$ cat config.mk
export PLATFORM = sky130hd
export DESIGN_NAME = swt_watchdog
export DESIGN_NICKNAME = d
export VERILOG_FILES = /design/src/core/swt_pkg.sv /design/src/core/swt_tick_base.sv /design/src/core/swt_watchdog.sv
export SDC_FILE = /design/constraint.sdc
export NUM_CORES = 1
export LEC_CHECK = 0
export BUFFER_PORTS_ARGS = -buffer_cell sky130_fd_sc_hd__buf_2
export CORE_MARGIN = 1.5
export CORE_UTILIZATION = 35
export DETAILED_ROUTE_END_ITERATION = 12
export GPL_ROUTABILITY_DRIVEN = 0
export SLEW_MARGIN = 20
export SYNTH_ARGS = -nofsm -noshare
export SYNTH_HDL_FRONTEND = slang
export SYNTH_HIERARCHICAL = 1
export SYNTH_SLANG_ARGS = --single-unit
$ cat constraint.sdc
create_clock -name clk -period 2.45 [get_ports clk]
set_input_delay 0.6125 -clock clk [delete_from_list [all_inputs] [get_ports clk]]
set_output_delay 0.6125 -clock clk [all_outputs]
set_load 0.1 [all_outputs]
$ cat src/core/swt_pkg.sv
package swt_pkg;
  // register byte addresses
  localparam logic [7:0]  ADDR_CTRL       = 8'h00;
  localparam logic [7:0]  ADDR_CONFIG     = 8'h04;
  localparam logic [7:0]  ADDR_STATUS     = 8'h08;
  localparam logic [7:0]  ADDR_IRQ_STAT   = 8'h0c;
  localparam logic [7:0]  ADDR_IRQ_MASK   = 8'h10;
  // command bits of the control register
  localparam int          CTRL_INIT_BIT   = 0;
  localparam int          CTRL_BEGIN_BIT  = 1;
  localparam int          CTRL_RELOAD_BIT = 2;
  localparam int          CTRL_HALT_BIT   = 3;
  // configuration fields
  localparam int          CFG_TICK_LSB    = 0;
  localparam int          CFG_UNIT_LSB    = 16;
  // status fields
  localparam int          ST_INIT_BIT     = 0;
  localparam int          ST_RUN_BIT      = 1;
  localparam int          ST_OK_BIT       = 2;
  localparam int          ST_EXP_BIT      = 3;
  localparam int          ST_REMAIN_LSB   = 16;
  // interrupt status and mask layout
  localparam int          IRQ_EXP_BIT     = 0;
  localparam int          IRQ_FAIL_BIT    = 1;
  localparam logic [1:0]  IRQ_MASK_RST    = 2'h0;
  // timeout defaults and unit codes
  localparam logic [15:0] DEFAULT_TICKS   = 16'h00ff;
  localparam logic [7:0]  UNIT_MINUTE     = 8'h00;
  localparam logic [7:0]  UNIT_SECOND     = 8'h01;
  localparam logic [7:0]  DEFAULT_UNIT    = UNIT_SECOND;
  // timing
  localparam int unsigned CLK_PERIOD_NS   = 8;
  localparam int unsigned TICK_SEC_S      = 1;
  localparam int unsigned CYC_PER_SEC     = TICK_SEC_S * (1000000000 / CLK_PERIOD_NS);
  localparam int unsigned SEC_PER_MIN     = 60;
  localparam int unsigned SYSRST_NS       = 1000;
  localparam int unsigned SYSRST_CYC      = (SYSRST_NS + CLK_PERIOD_NS - 1) / CLK_PERIOD_NS;
  localparam logic [7:0]  SYSRST_LOAD     = 8'(SYSRST_CYC);
  // bus responses
  localparam logic [1:0]  RESP_OKAY       = 2'h0;
  localparam logic [1:0]  RESP_SLVERR     = 2'h2;
endpackage

$ cat src/core/swt_tick_base.sv
`timescale 1ns/1ps
// free-running time base: second and minute pulses plus blink phase
module swt_tick_base #(
  parameter int unsigned CYC_PER_SEC = swt_pkg::CYC_PER_SEC,
  parameter int unsigned SEC_PER_MIN = swt_pkg::SEC_PER_MIN
) (
  input  wire logic clk,
  input  wire logic rst,
  output logic      sec_tick,
  output logic      min_tick,
  output logic      blink
);
  localparam int CW = $clog2(CYC_PER_SEC);
  localparam int MW = $clog2(SEC_PER_MIN);

  // refuse counts the counters cannot serve
  if (CYC_PER_SEC < 2 || SEC_PER_MIN < 2) begin : g_bad
    $error("swt_tick_base: counts must be at least 2");
  end

  typedef struct packed {
    logic [CW-1:0] cyc;   // cycles within the current second
    logic [MW-1:0] sec;   // seconds within the current minute
    logic          sp;    // second pulse
    logic          mp;    // minute pulse
    logic          bl;    // blink phase
  } swt_tick_state_t;

  swt_tick_state_t s;
  swt_tick_state_t next_s;

  // counters wrap freely; a watchdog started mid-second sees a short first tick
  always_comb begin
    next_s    = s;
    next_s.sp = 1'b0;
    next_s.mp = 1'b0;
    if (s.cyc == CW'(CYC_PER_SEC - 1)) begin
      next_s.cyc = '0;
      next_s.sp  = 1'b1;
      next_s.bl  = ~s.bl;
      if (s.sec == MW'(SEC_PER_MIN - 1)) begin
        next_s.sec = '0;
        next_s.mp  = 1'b1;
      end else begin
        next_s.sec = s.sec + MW'(1);
      end
    end else begin
      next_s.cyc = s.cyc + CW'(1);
    end
  end

  // state register
  always_ff @(posedge clk) begin
    if (rst) begin
      s <= '0;
    end else begin
      s <= next_s;
    end
  end

  assign sec_tick = s.sp;
  assign min_tick = s.mp;
  assign blink    = s.bl;
endmodule // swt_tick_base

$ cat src/core/swt_watchdog.sv
`timescale 1ns/1ps
module swt_watchdog #(
  parameter int unsigned CYC_PER_SEC = swt_pkg::CYC_PER_SEC,
  parameter int unsigned SEC_PER_MIN = swt_pkg::SEC_PER_MIN
) (
  input  wire logic        clk,
  input  wire logic        rst,
  input  wire logic [7:0]  s_axi_awaddr,
  input  wire logic        s_axi_awvalid,
  output logic             s_axi_awready,
  input  wire logic [31:0] s_axi_wdata,
  input  wire logic [3:0]  s_axi_wstrb,
  input  wire logic        s_axi_wvalid,
  output logic             s_axi_wready,
  output logic [1:0]       s_axi_bresp,
  output logic             s_axi_bvalid,
  input  wire logic        s_axi_bready,
  input  wire logic [7:0]  s_axi_araddr,
  input  wire logic        s_axi_arvalid,
  output logic             s_axi_arready,
  output logic [31:0]      s_axi_rdata,
  output logic [1:0]       s_axi_rresp,
  output logic             s_axi_rvalid,
  input  wire logic        s_axi_rready,
  output logic             irq,
  output logic             system_reset,
  output logic             watchdog_indicator
);
  // refuse a time base too short to count
  if (CYC_PER_SEC < 2) begin : g_bad
    $error("swt_watchdog: CYC_PER_SEC must be at least 2");
  end

  // whole block state; outputs are fields of it, so every output is a flop
  typedef struct packed {
    // bus side: held write halves and channel flags
    logic        aw_full;   // write address held
    logic [7:0]  aw_addr;
    logic        w_full;    // write data held
    logic [31:0] w_data;
    logic [3:0]  w_strb;
    logic        awready;
    logic        wready;
    logic        bvalid;
    logic [1:0]  bresp;
    logic        arready;
    logic        rvalid;
    logic [1:0]  rresp;
    logic [31:0] rdata;
    // watchdog side
    logic        init_done; // initialise seen
    logic        running;   // countdown active
    logic        ok;        // result of last request
    logic        expired;   // sticky: an expiry happened
    logic [7:0]  unit;      // tick unit code
    logic [15:0] ticks;     // programmed timeout
    logic [15:0] remain;    // countdown value
    // interrupt bookkeeping and pin drives
    logic [1:0]  irq_stat;
    logic [1:0]  irq_mask;
    logic        irq;
    logic [7:0]  rst_cnt;   // system reset stretch
    logic        sys_rst;
    logic        ind;       // indicator drive
  } swt_state_t;

  swt_state_t  s;          // registered state
  swt_state_t  next_s;     // next state
  logic        sec_tick;   // one-second pulse
  logic        min_tick;   // one-minute pulse
  logic        blink;      // blink phase
  logic        do_wr;      // write executes this cycle
  logic        do_rd;      // read accepted this cycle
  logic        wr_hit;     // write address is mapped
  logic        do_init;
  logic        do_begin;
  logic        do_reload;
  logic        do_halt;
  logic        do_cfg;
  logic        cfg_ok;     // configure request acceptable
  logic        cnt_tick;   // tick of the selected unit
  logic        wr_ctl;     // any command overrides the countdown
  logic        do_expire;
  logic [31:0] cfg_new;    // configuration after byte lanes
  logic [1:0]  ev;         // interrupt events this cycle
  logic [1:0]  rd_clr;     // interrupt bits cleared by read

  // time base shared by countdown and blinking
  swt_tick_base #(
    .CYC_PER_SEC (CYC_PER_SEC),
    .SEC_PER_MIN (SEC_PER_MIN)
  ) u_tick (
    .clk      (clk),
    .rst      (rst),
    .sec_tick (sec_tick),
    .min_tick (min_tick),
    .blink    (blink)
  );

  // read data mux, from registered state
  function automatic logic [31:0] rd_mux(input swt_state_t st, input logic [7:0] a);
    logic [31:0] d;
    d = 32'h0000_0000;
    case (a)
      swt_pkg::ADDR_CONFIG: begin
        d[swt_pkg::CFG_TICK_LSB +: 16] = st.ticks;
        d[swt_pkg::CFG_UNIT_LSB +: 8]  = st.unit;
      end
      swt_pkg::ADDR_STATUS: begin
        d[swt_pkg::ST_INIT_BIT]          = st.init_done;
        d[swt_pkg::ST_RUN_BIT]           = st.running;
        d[swt_pkg::ST_OK_BIT]            = st.ok;
        d[swt_pkg::ST_EXP_BIT]           = st.expired;
        d[swt_pkg::ST_REMAIN_LSB +: 16]  = st.remain;
      end
      swt_pkg::ADDR_IRQ_STAT: d[1:0] = st.irq_stat;
      swt_pkg::ADDR_IRQ_MASK: d[1:0] = st.irq_mask;
      default:                d = 32'h0000_0000; // control reads as zero
    endcase
    return d;
  endfunction

  // mapped address check
  function automatic logic mapped(input logic [7:0] a);
    return a == swt_pkg::ADDR_CTRL || a == swt_pkg::ADDR_CONFIG || a == swt_pkg::ADDR_STATUS ||
           a == swt_pkg::ADDR_IRQ_STAT || a == swt_pkg::ADDR_IRQ_MASK;
  endfunction

  // all next-state logic
  always_comb begin
    next_s = s;
    ev     = 2'h0;
    rd_clr = 2'h0;
    // write channel handshakes; address and data taken in either order
    if (s.awready && s_axi_awvalid) begin
      next_s.aw_full = 1'b1;
      next_s.aw_addr = s_axi_awaddr;
    end
    if (s.wready && s_axi_wvalid) begin
      next_s.w_full = 1'b1;
      next_s.w_data = s_axi_wdata;
      next_s.w_strb = s_axi_wstrb;
    end
    if (s.bvalid && s_axi_bready) begin
      next_s.bvalid = 1'b0;
    end
    // a write executes once both halves are held and the previous answer is gone
    do_wr  = s.aw_full && s.w_full && !s.bvalid;
    wr_hit = mapped(s.aw_addr);
    // commands need byte lane 0; priority init, halt, begin, reload
    do_init   = do_wr && s.aw_addr == swt_pkg::ADDR_CTRL && s.w_strb[0] &&
                s.w_data[swt_pkg::CTRL_INIT_BIT];
    do_halt   = do_wr && s.aw_addr == swt_pkg::ADDR_CTRL && s.w_strb[0] && !do_init &&
                s.w_data[swt_pkg::CTRL_HALT_BIT];
    do_begin  = do_wr && s.aw_addr == swt_pkg::ADDR_CTRL && s.w_strb[0] && !do_init && !do_halt &&
                s.w_data[swt_pkg::CTRL_BEGIN_BIT];
    do_reload = do_wr && s.aw_addr == swt_pkg::ADDR_CTRL && s.w_strb[0] && !do_init && !do_halt &&
                !do_begin && s.w_data[swt_pkg::CTRL_RELOAD_BIT];
    wr_ctl    = do_init || do_halt || do_begin || do_reload;
    // a configure write is taken whatever the lanes; refused values change nothing
    do_cfg    = do_wr && s.aw_addr == swt_pkg::ADDR_CONFIG;
    // merge byte lanes into the current configuration
    cfg_new = {8'h00, s.unit, s.ticks};
    for (int i = 0; i < 3; i++) begin
      if (s.w_strb[i]) begin
        cfg_new[8*i +: 8] = s.w_data[8*i +: 8];
      end
    end
    cfg_ok = cfg_new[swt_pkg::CFG_UNIT_LSB +: 8] <= swt_pkg::UNIT_SECOND &&
             cfg_new[swt_pkg::CFG_TICK_LSB +: 16] != 16'h0000;
    // countdown on the selected unit; a command in the same cycle wins
    cnt_tick  = (s.unit == swt_pkg::UNIT_MINUTE) ? min_tick : sec_tick;
    do_expire = s.running && cnt_tick && !wr_ctl && s.remain == 16'h0001;
    // the reset stretch runs down on its own and nothing freezes it, but a
    // later expiry reloads it to SYSRST_LOAD and so lengthens the pulse
    if (s.rst_cnt != 8'h00) begin
      next_s.rst_cnt = s.rst_cnt - 8'h01;
    end
    if (s.running && cnt_tick && !wr_ctl) begin
      if (do_expire) begin
        next_s.running = 1'b0;
        next_s.expired = 1'b1;
        next_s.remain  = 16'h0000;
        next_s.rst_cnt = swt_pkg::SYSRST_LOAD;
        ev[swt_pkg::IRQ_EXP_BIT] = 1'b1;
      end else begin
        next_s.remain = s.remain - 16'h0001;
      end
    end
    // register writes and commands
    if (do_wr) begin
      next_s.aw_full = 1'b0;
      next_s.w_full  = 1'b0;
      next_s.bvalid  = 1'b1;
      next_s.bresp   = wr_hit ? swt_pkg::RESP_OKAY : swt_pkg::RESP_SLVERR;
    end
    // initialise also stops a running countdown
    if (do_init) begin
      next_s.init_done = 1'b1;
      next_s.ticks     = swt_pkg::DEFAULT_TICKS;
      next_s.unit      = swt_pkg::DEFAULT_UNIT;
      next_s.running   = 1'b0;
      next_s.ok        = 1'b1;
    end
    if (do_halt) begin
      next_s.running = 1'b0;
      next_s.ok      = 1'b1;
    end
    if (do_begin) begin
      // a timeout is in place only once initialise has loaded one
      next_s.running = s.init_done;
      next_s.remain  = s.ticks;
      next_s.ok      = s.init_done;
      ev[swt_pkg::IRQ_FAIL_BIT] = !s.init_done;
    end
    if (do_reload) begin
      next_s.remain = s.ticks;
      next_s.ok     = 1'b1;
    end
    if (do_cfg) begin
      // a refused configuration leaves the previous timeout in force
      next_s.ok = cfg_ok;
      ev[swt_pkg::IRQ_FAIL_BIT] = !cfg_ok;
      if (cfg_ok) begin
        next_s.ticks = cfg_new[swt_pkg::CFG_TICK_LSB +: 16];
        next_s.unit  = cfg_new[swt_pkg::CFG_UNIT_LSB +: 8];
      end
    end
    // mask write; status and interrupt status writes are answered and ignored
    if (do_wr && s.aw_addr == swt_pkg::ADDR_IRQ_MASK && s.w_strb[0]) begin
      next_s.irq_mask = s.w_data[1:0];
    end
    // read channel: one cycle from address to data
    if (s.rvalid && s_axi_rready) begin
      next_s.rvalid = 1'b0;
    end
    do_rd = s.arready && s_axi_arvalid;
    if (do_rd) begin
      next_s.rvalid = 1'b1;
      next_s.rdata  = rd_mux(s, s_axi_araddr);
      next_s.rresp  = mapped(s_axi_araddr) ? swt_pkg::RESP_OKAY : swt_pkg::RESP_SLVERR;
      if (s_axi_araddr == swt_pkg::ADDR_IRQ_STAT) begin
        rd_clr = s.irq_stat;
      end
    end
    // an event in the clearing cycle survives the read
    next_s.irq_stat = (s.irq_stat & ~rd_clr) | ev;
    next_s.irq      = |(next_s.irq_stat & next_s.irq_mask);
    // ready flags follow the held halves so a taken item is never overwritten
    next_s.awready  = !next_s.aw_full;
    next_s.wready   = !next_s.w_full;
    next_s.arready  = !next_s.rvalid;
    next_s.sys_rst  = next_s.rst_cnt != 8'h00;
    next_s.ind      = next_s.running && blink;
  end

  // state register; reset leaves the watchdog uninitialised and idle
  always_ff @(posedge clk) begin
    if (rst) begin
      s          <= '0;
      s.ticks    <= swt_pkg::DEFAULT_TICKS;
      s.unit     <= swt_pkg::DEFAULT_UNIT;
      s.irq_mask <= swt_pkg::IRQ_MASK_RST;
    end else begin
      s <= next_s;
    end
  end

  // outputs are plain fields of the state register, no logic after the flops
  assign s_axi_awready      = s.awready;
  assign s_axi_wready       = s.wready;
  assign s_axi_bvalid       = s.bvalid;
  assign s_axi_bresp        = s.bresp;
  assign s_axi_arready      = s.arready;
  assign s_axi_rvalid       = s.rvalid;
  assign s_axi_rdata        = s.rdata;
  assign s_axi_rresp        = s.rresp;
  assign irq                = s.irq;
  assign system_reset       = s.sys_rst;
  assign watchdog_indicator = s.ind;
endmodule // swt_watchdog

==> impl_metrics.env <==
export IMPL_cts_made_buffers=17
export IMPL_synth_area_leaders="dfxtp_1, a21oi_1, nand2_1"
export IMPL_grt_start_max_net_pins=43
export IMPL_die_x_um=153
export IMPL_via_per_inst=5.38
export IMPL_yosys_area_top_type="dfxtp_1"
export IMPL_num_antenna_cells=0
export IMPL_synth_edf_count=0
export IMPL_htree_levels=4
export IMPL_grt_use_total_pct=17.5
export IMPL_fillers=2238
export IMPL_postCtsSetupBuffers=0
export IMPL_cp_data_arrival_time_ps=2580
export IMPL_clkSinkCount=171
export IMPL_clk_pin_slew_ps=70
export IMPL_fin_crit_sh_pct=91.0
export IMPL_setup_violations=0
export IMPL_core_area_um2=22000
export IMPL_synthArstFlopShare_pct=0
export IMPL_min_period_ps=2230
export IMPL_cts_hold_buf=0
export IMPL_final_cell_mix="dfxtp_1, nand2_1, a21oi_1"
export IMPL_max_cap_violations=0
export IMPL_start_util_pct=35.8
export IMPL_power_density_nw_per_um2=740
export IMPL_yosysWarnings=6
export IMPL_portBuffers=91
export IMPL_pin_count=103
export IMPL_initialDrtViolationCount=406
export IMPL_cp_start_kind="register"
export IMPL_cts_tree="done"
export IMPL_cts_root_buf="clkbuf_16"
export IMPL_ys_types=81
export IMPL_multi_input_area_um2=3890
export IMPL_vias=6915
export IMPL_synth_seq_area_share_pct=43.5
export IMPL_hold_path_class="in -> reg"
export IMPL_cts_resized=0
export IMPL_violations="design-rule violations"
export IMPL_regMostFlops="s"
export IMPL_hold_slack_ps=419
export IMPL_synth_seq_cells=171
export IMPL_cp_max_fo=4
export IMPL_hold_viol=0
export IMPL_cts_buffer_depth=2
export IMPL_hpwl_mm=14.2
export IMPL_avgSynthCellArea_um2=8.45
export IMPL_grt_antenna_before_repair=0
export IMPL_clock_skew_ps=8.72
export IMPL_chipHeight_um=153
export IMPL_worstSetupPathType="reg -> reg"
export IMPL_final_common_cell="dfxtp_1"
export IMPL_design_die_area_um2=23400
export IMPL_wirelength_mm=20.0
export IMPL_grt_busiest_layer="met2"
export IMPL_max_freq_mhz=449
export IMPL_required_ps=2810
export IMPL_rows=54
export IMPL_drive_gt1_share_pct=18.6
export IMPL_drtAntennaViolNets=0
export IMPL_setup_tns_final_ps=0
export IMPL_finalNetCount=1058
export IMPL_status="complete, but fails checks"
export IMPL_largest_reg_flops=93
export IMPL_p_leak_nw=3.35
export IMPL_synth_top_area_share_pct=43.5
export IMPL_crit_path_end_kind="register"
export IMPL_gr_total_overflow=0
export IMPL_drc=9
export IMPL_rsz0062_at_grt="no"
export IMPL_drtPass1Iterations=8
export IMPL_worst_ir_drop_vdd_v=0.000354
export IMPL_p_total_mw=6.71
export IMPL_grt_pass1_wl_mm=33.3
export IMPL_grt_pass1_vias=6549
export IMPL_grt_util_met2_pct=28.0
export IMPL_grt_use_met3_pct=3.74
export IMPL_syn_cell_area_um2=7870
export IMPL_synth_cells=931
export IMPL_area_growth_pct=15.2
export IMPL_seq_area_um2=3420
export IMPL_yosys_most_used_dff="dfxtp_1"
export IMPL_met1_usage_pct=23.6
export IMPL_wl_per_cell_um=15.6
export IMPL_clock_latency_ps=430
export IMPL_slew_violations=0
[layout make-up]
cell class              count  share of cell area (%)
clock buffers              20                    4.82
clock inverters            11                    1.62
inverters                  15                   0.621
multi-input cells         659                    42.9
flip-flops and latches    171                    37.8
well taps                 280                    3.87
repair buffers            129                    8.34
[metal layers]
| layer | share of wire, % | vias to the layer above | routed length [um] |
|---|---|---|---|
| li1 | - | 3476 | - |
| met3 | 5.1 | 18 | 1020 |
| met1 | 48 | 3242 | 9590 |
| met5 | 0 | - | 0 |
| met4 | 1.1 | 0 | 216 |
| met2 | 46 | 179 | 9180 |
[final timing paths]
kind	start	endpoint	slack (ps)	cells after the start
worst max register to register	s[50]	s[17]	220	6
worst min register to register	s_axi_rdata[29]	s_axi_rdata[29]	450	2
worst min-delay path	s_axi_wdata[8]	s[112]	420	3
worst max-delay path	s[50]	s[17]	220	6
[cells by family (layout without fill, tap and decap cells)]
family                     Yosys count  after routing  share of synthesized area [%]
AOI/OAI and AO/OA                  216            216                           17.9
xor gates and xnor gates            19             19                           2.12
adders and majority gates            6              6                          0.954
buffers and inverters              102            175                           7.21
DFF                                171            171                           43.5
muxes                                8              8                           1.05
other                                1              2                         0.0477
and+or+nand+nor                    408            408                           27.2
[synthesized netlist by cell type (all sizes together), types with 9 or more instances]
| library cell | n |
|---|---|
| buf | 55 |
| nor2 | 69 |
| a221oi | 10 |
| dfxtp | 171 |
| nand2 | 127 |
| xor2 | 10 |
| nand4 | 15 |
| and3 | 9 |
| o211ai | 9 |
| o31ai | 12 |
| nand3 | 52 |
| a21oi | 96 |
| inv | 15 |
| clkbuf | 31 |
| o21ai | 17 |
| nor4 | 18 |
| or4 | 16 |
| a31oi | 13 |
| xnor2 | 9 |
| nor3 | 36 |
| and2 | 13 |
[critical path, cell delays in order (launching register included)]
cell and delay, ps:
dfxtp_1 320, nor3_1 400, nand3_1 180, mux2i_1 190, or2_2 350, or4_1 530, a31oi_1 170
[report_power, final]
group / internal (mW) / total (mW) / switching [mW]
Sequential: 2.89 / 3.01 / 0.120
Clock: 1.60 / 2.72 / 1.12
Combinational: 0.359 / 0.972 / 0.612
Total: 4.85 / 6.71 / 1.86
[per-stage QoR]
step | util, % | std cells | cell area, um2 | setup slack (ps)
after floorplan | - | 932 | 7870 | 0.851
after global placement | 38.6 | 1254 | 8480 | 261
after detailed placement | 38.6 | 1254 | 8480 | 246
after global routing | 41.3 | 1285 | 9060 | 98.3
final | 41.3 | 1285 | 9060 | 221
after CTS | 41.3 | 1285 | 9060 | 235
Note: power is estimated with default switching activity, not from simulation.
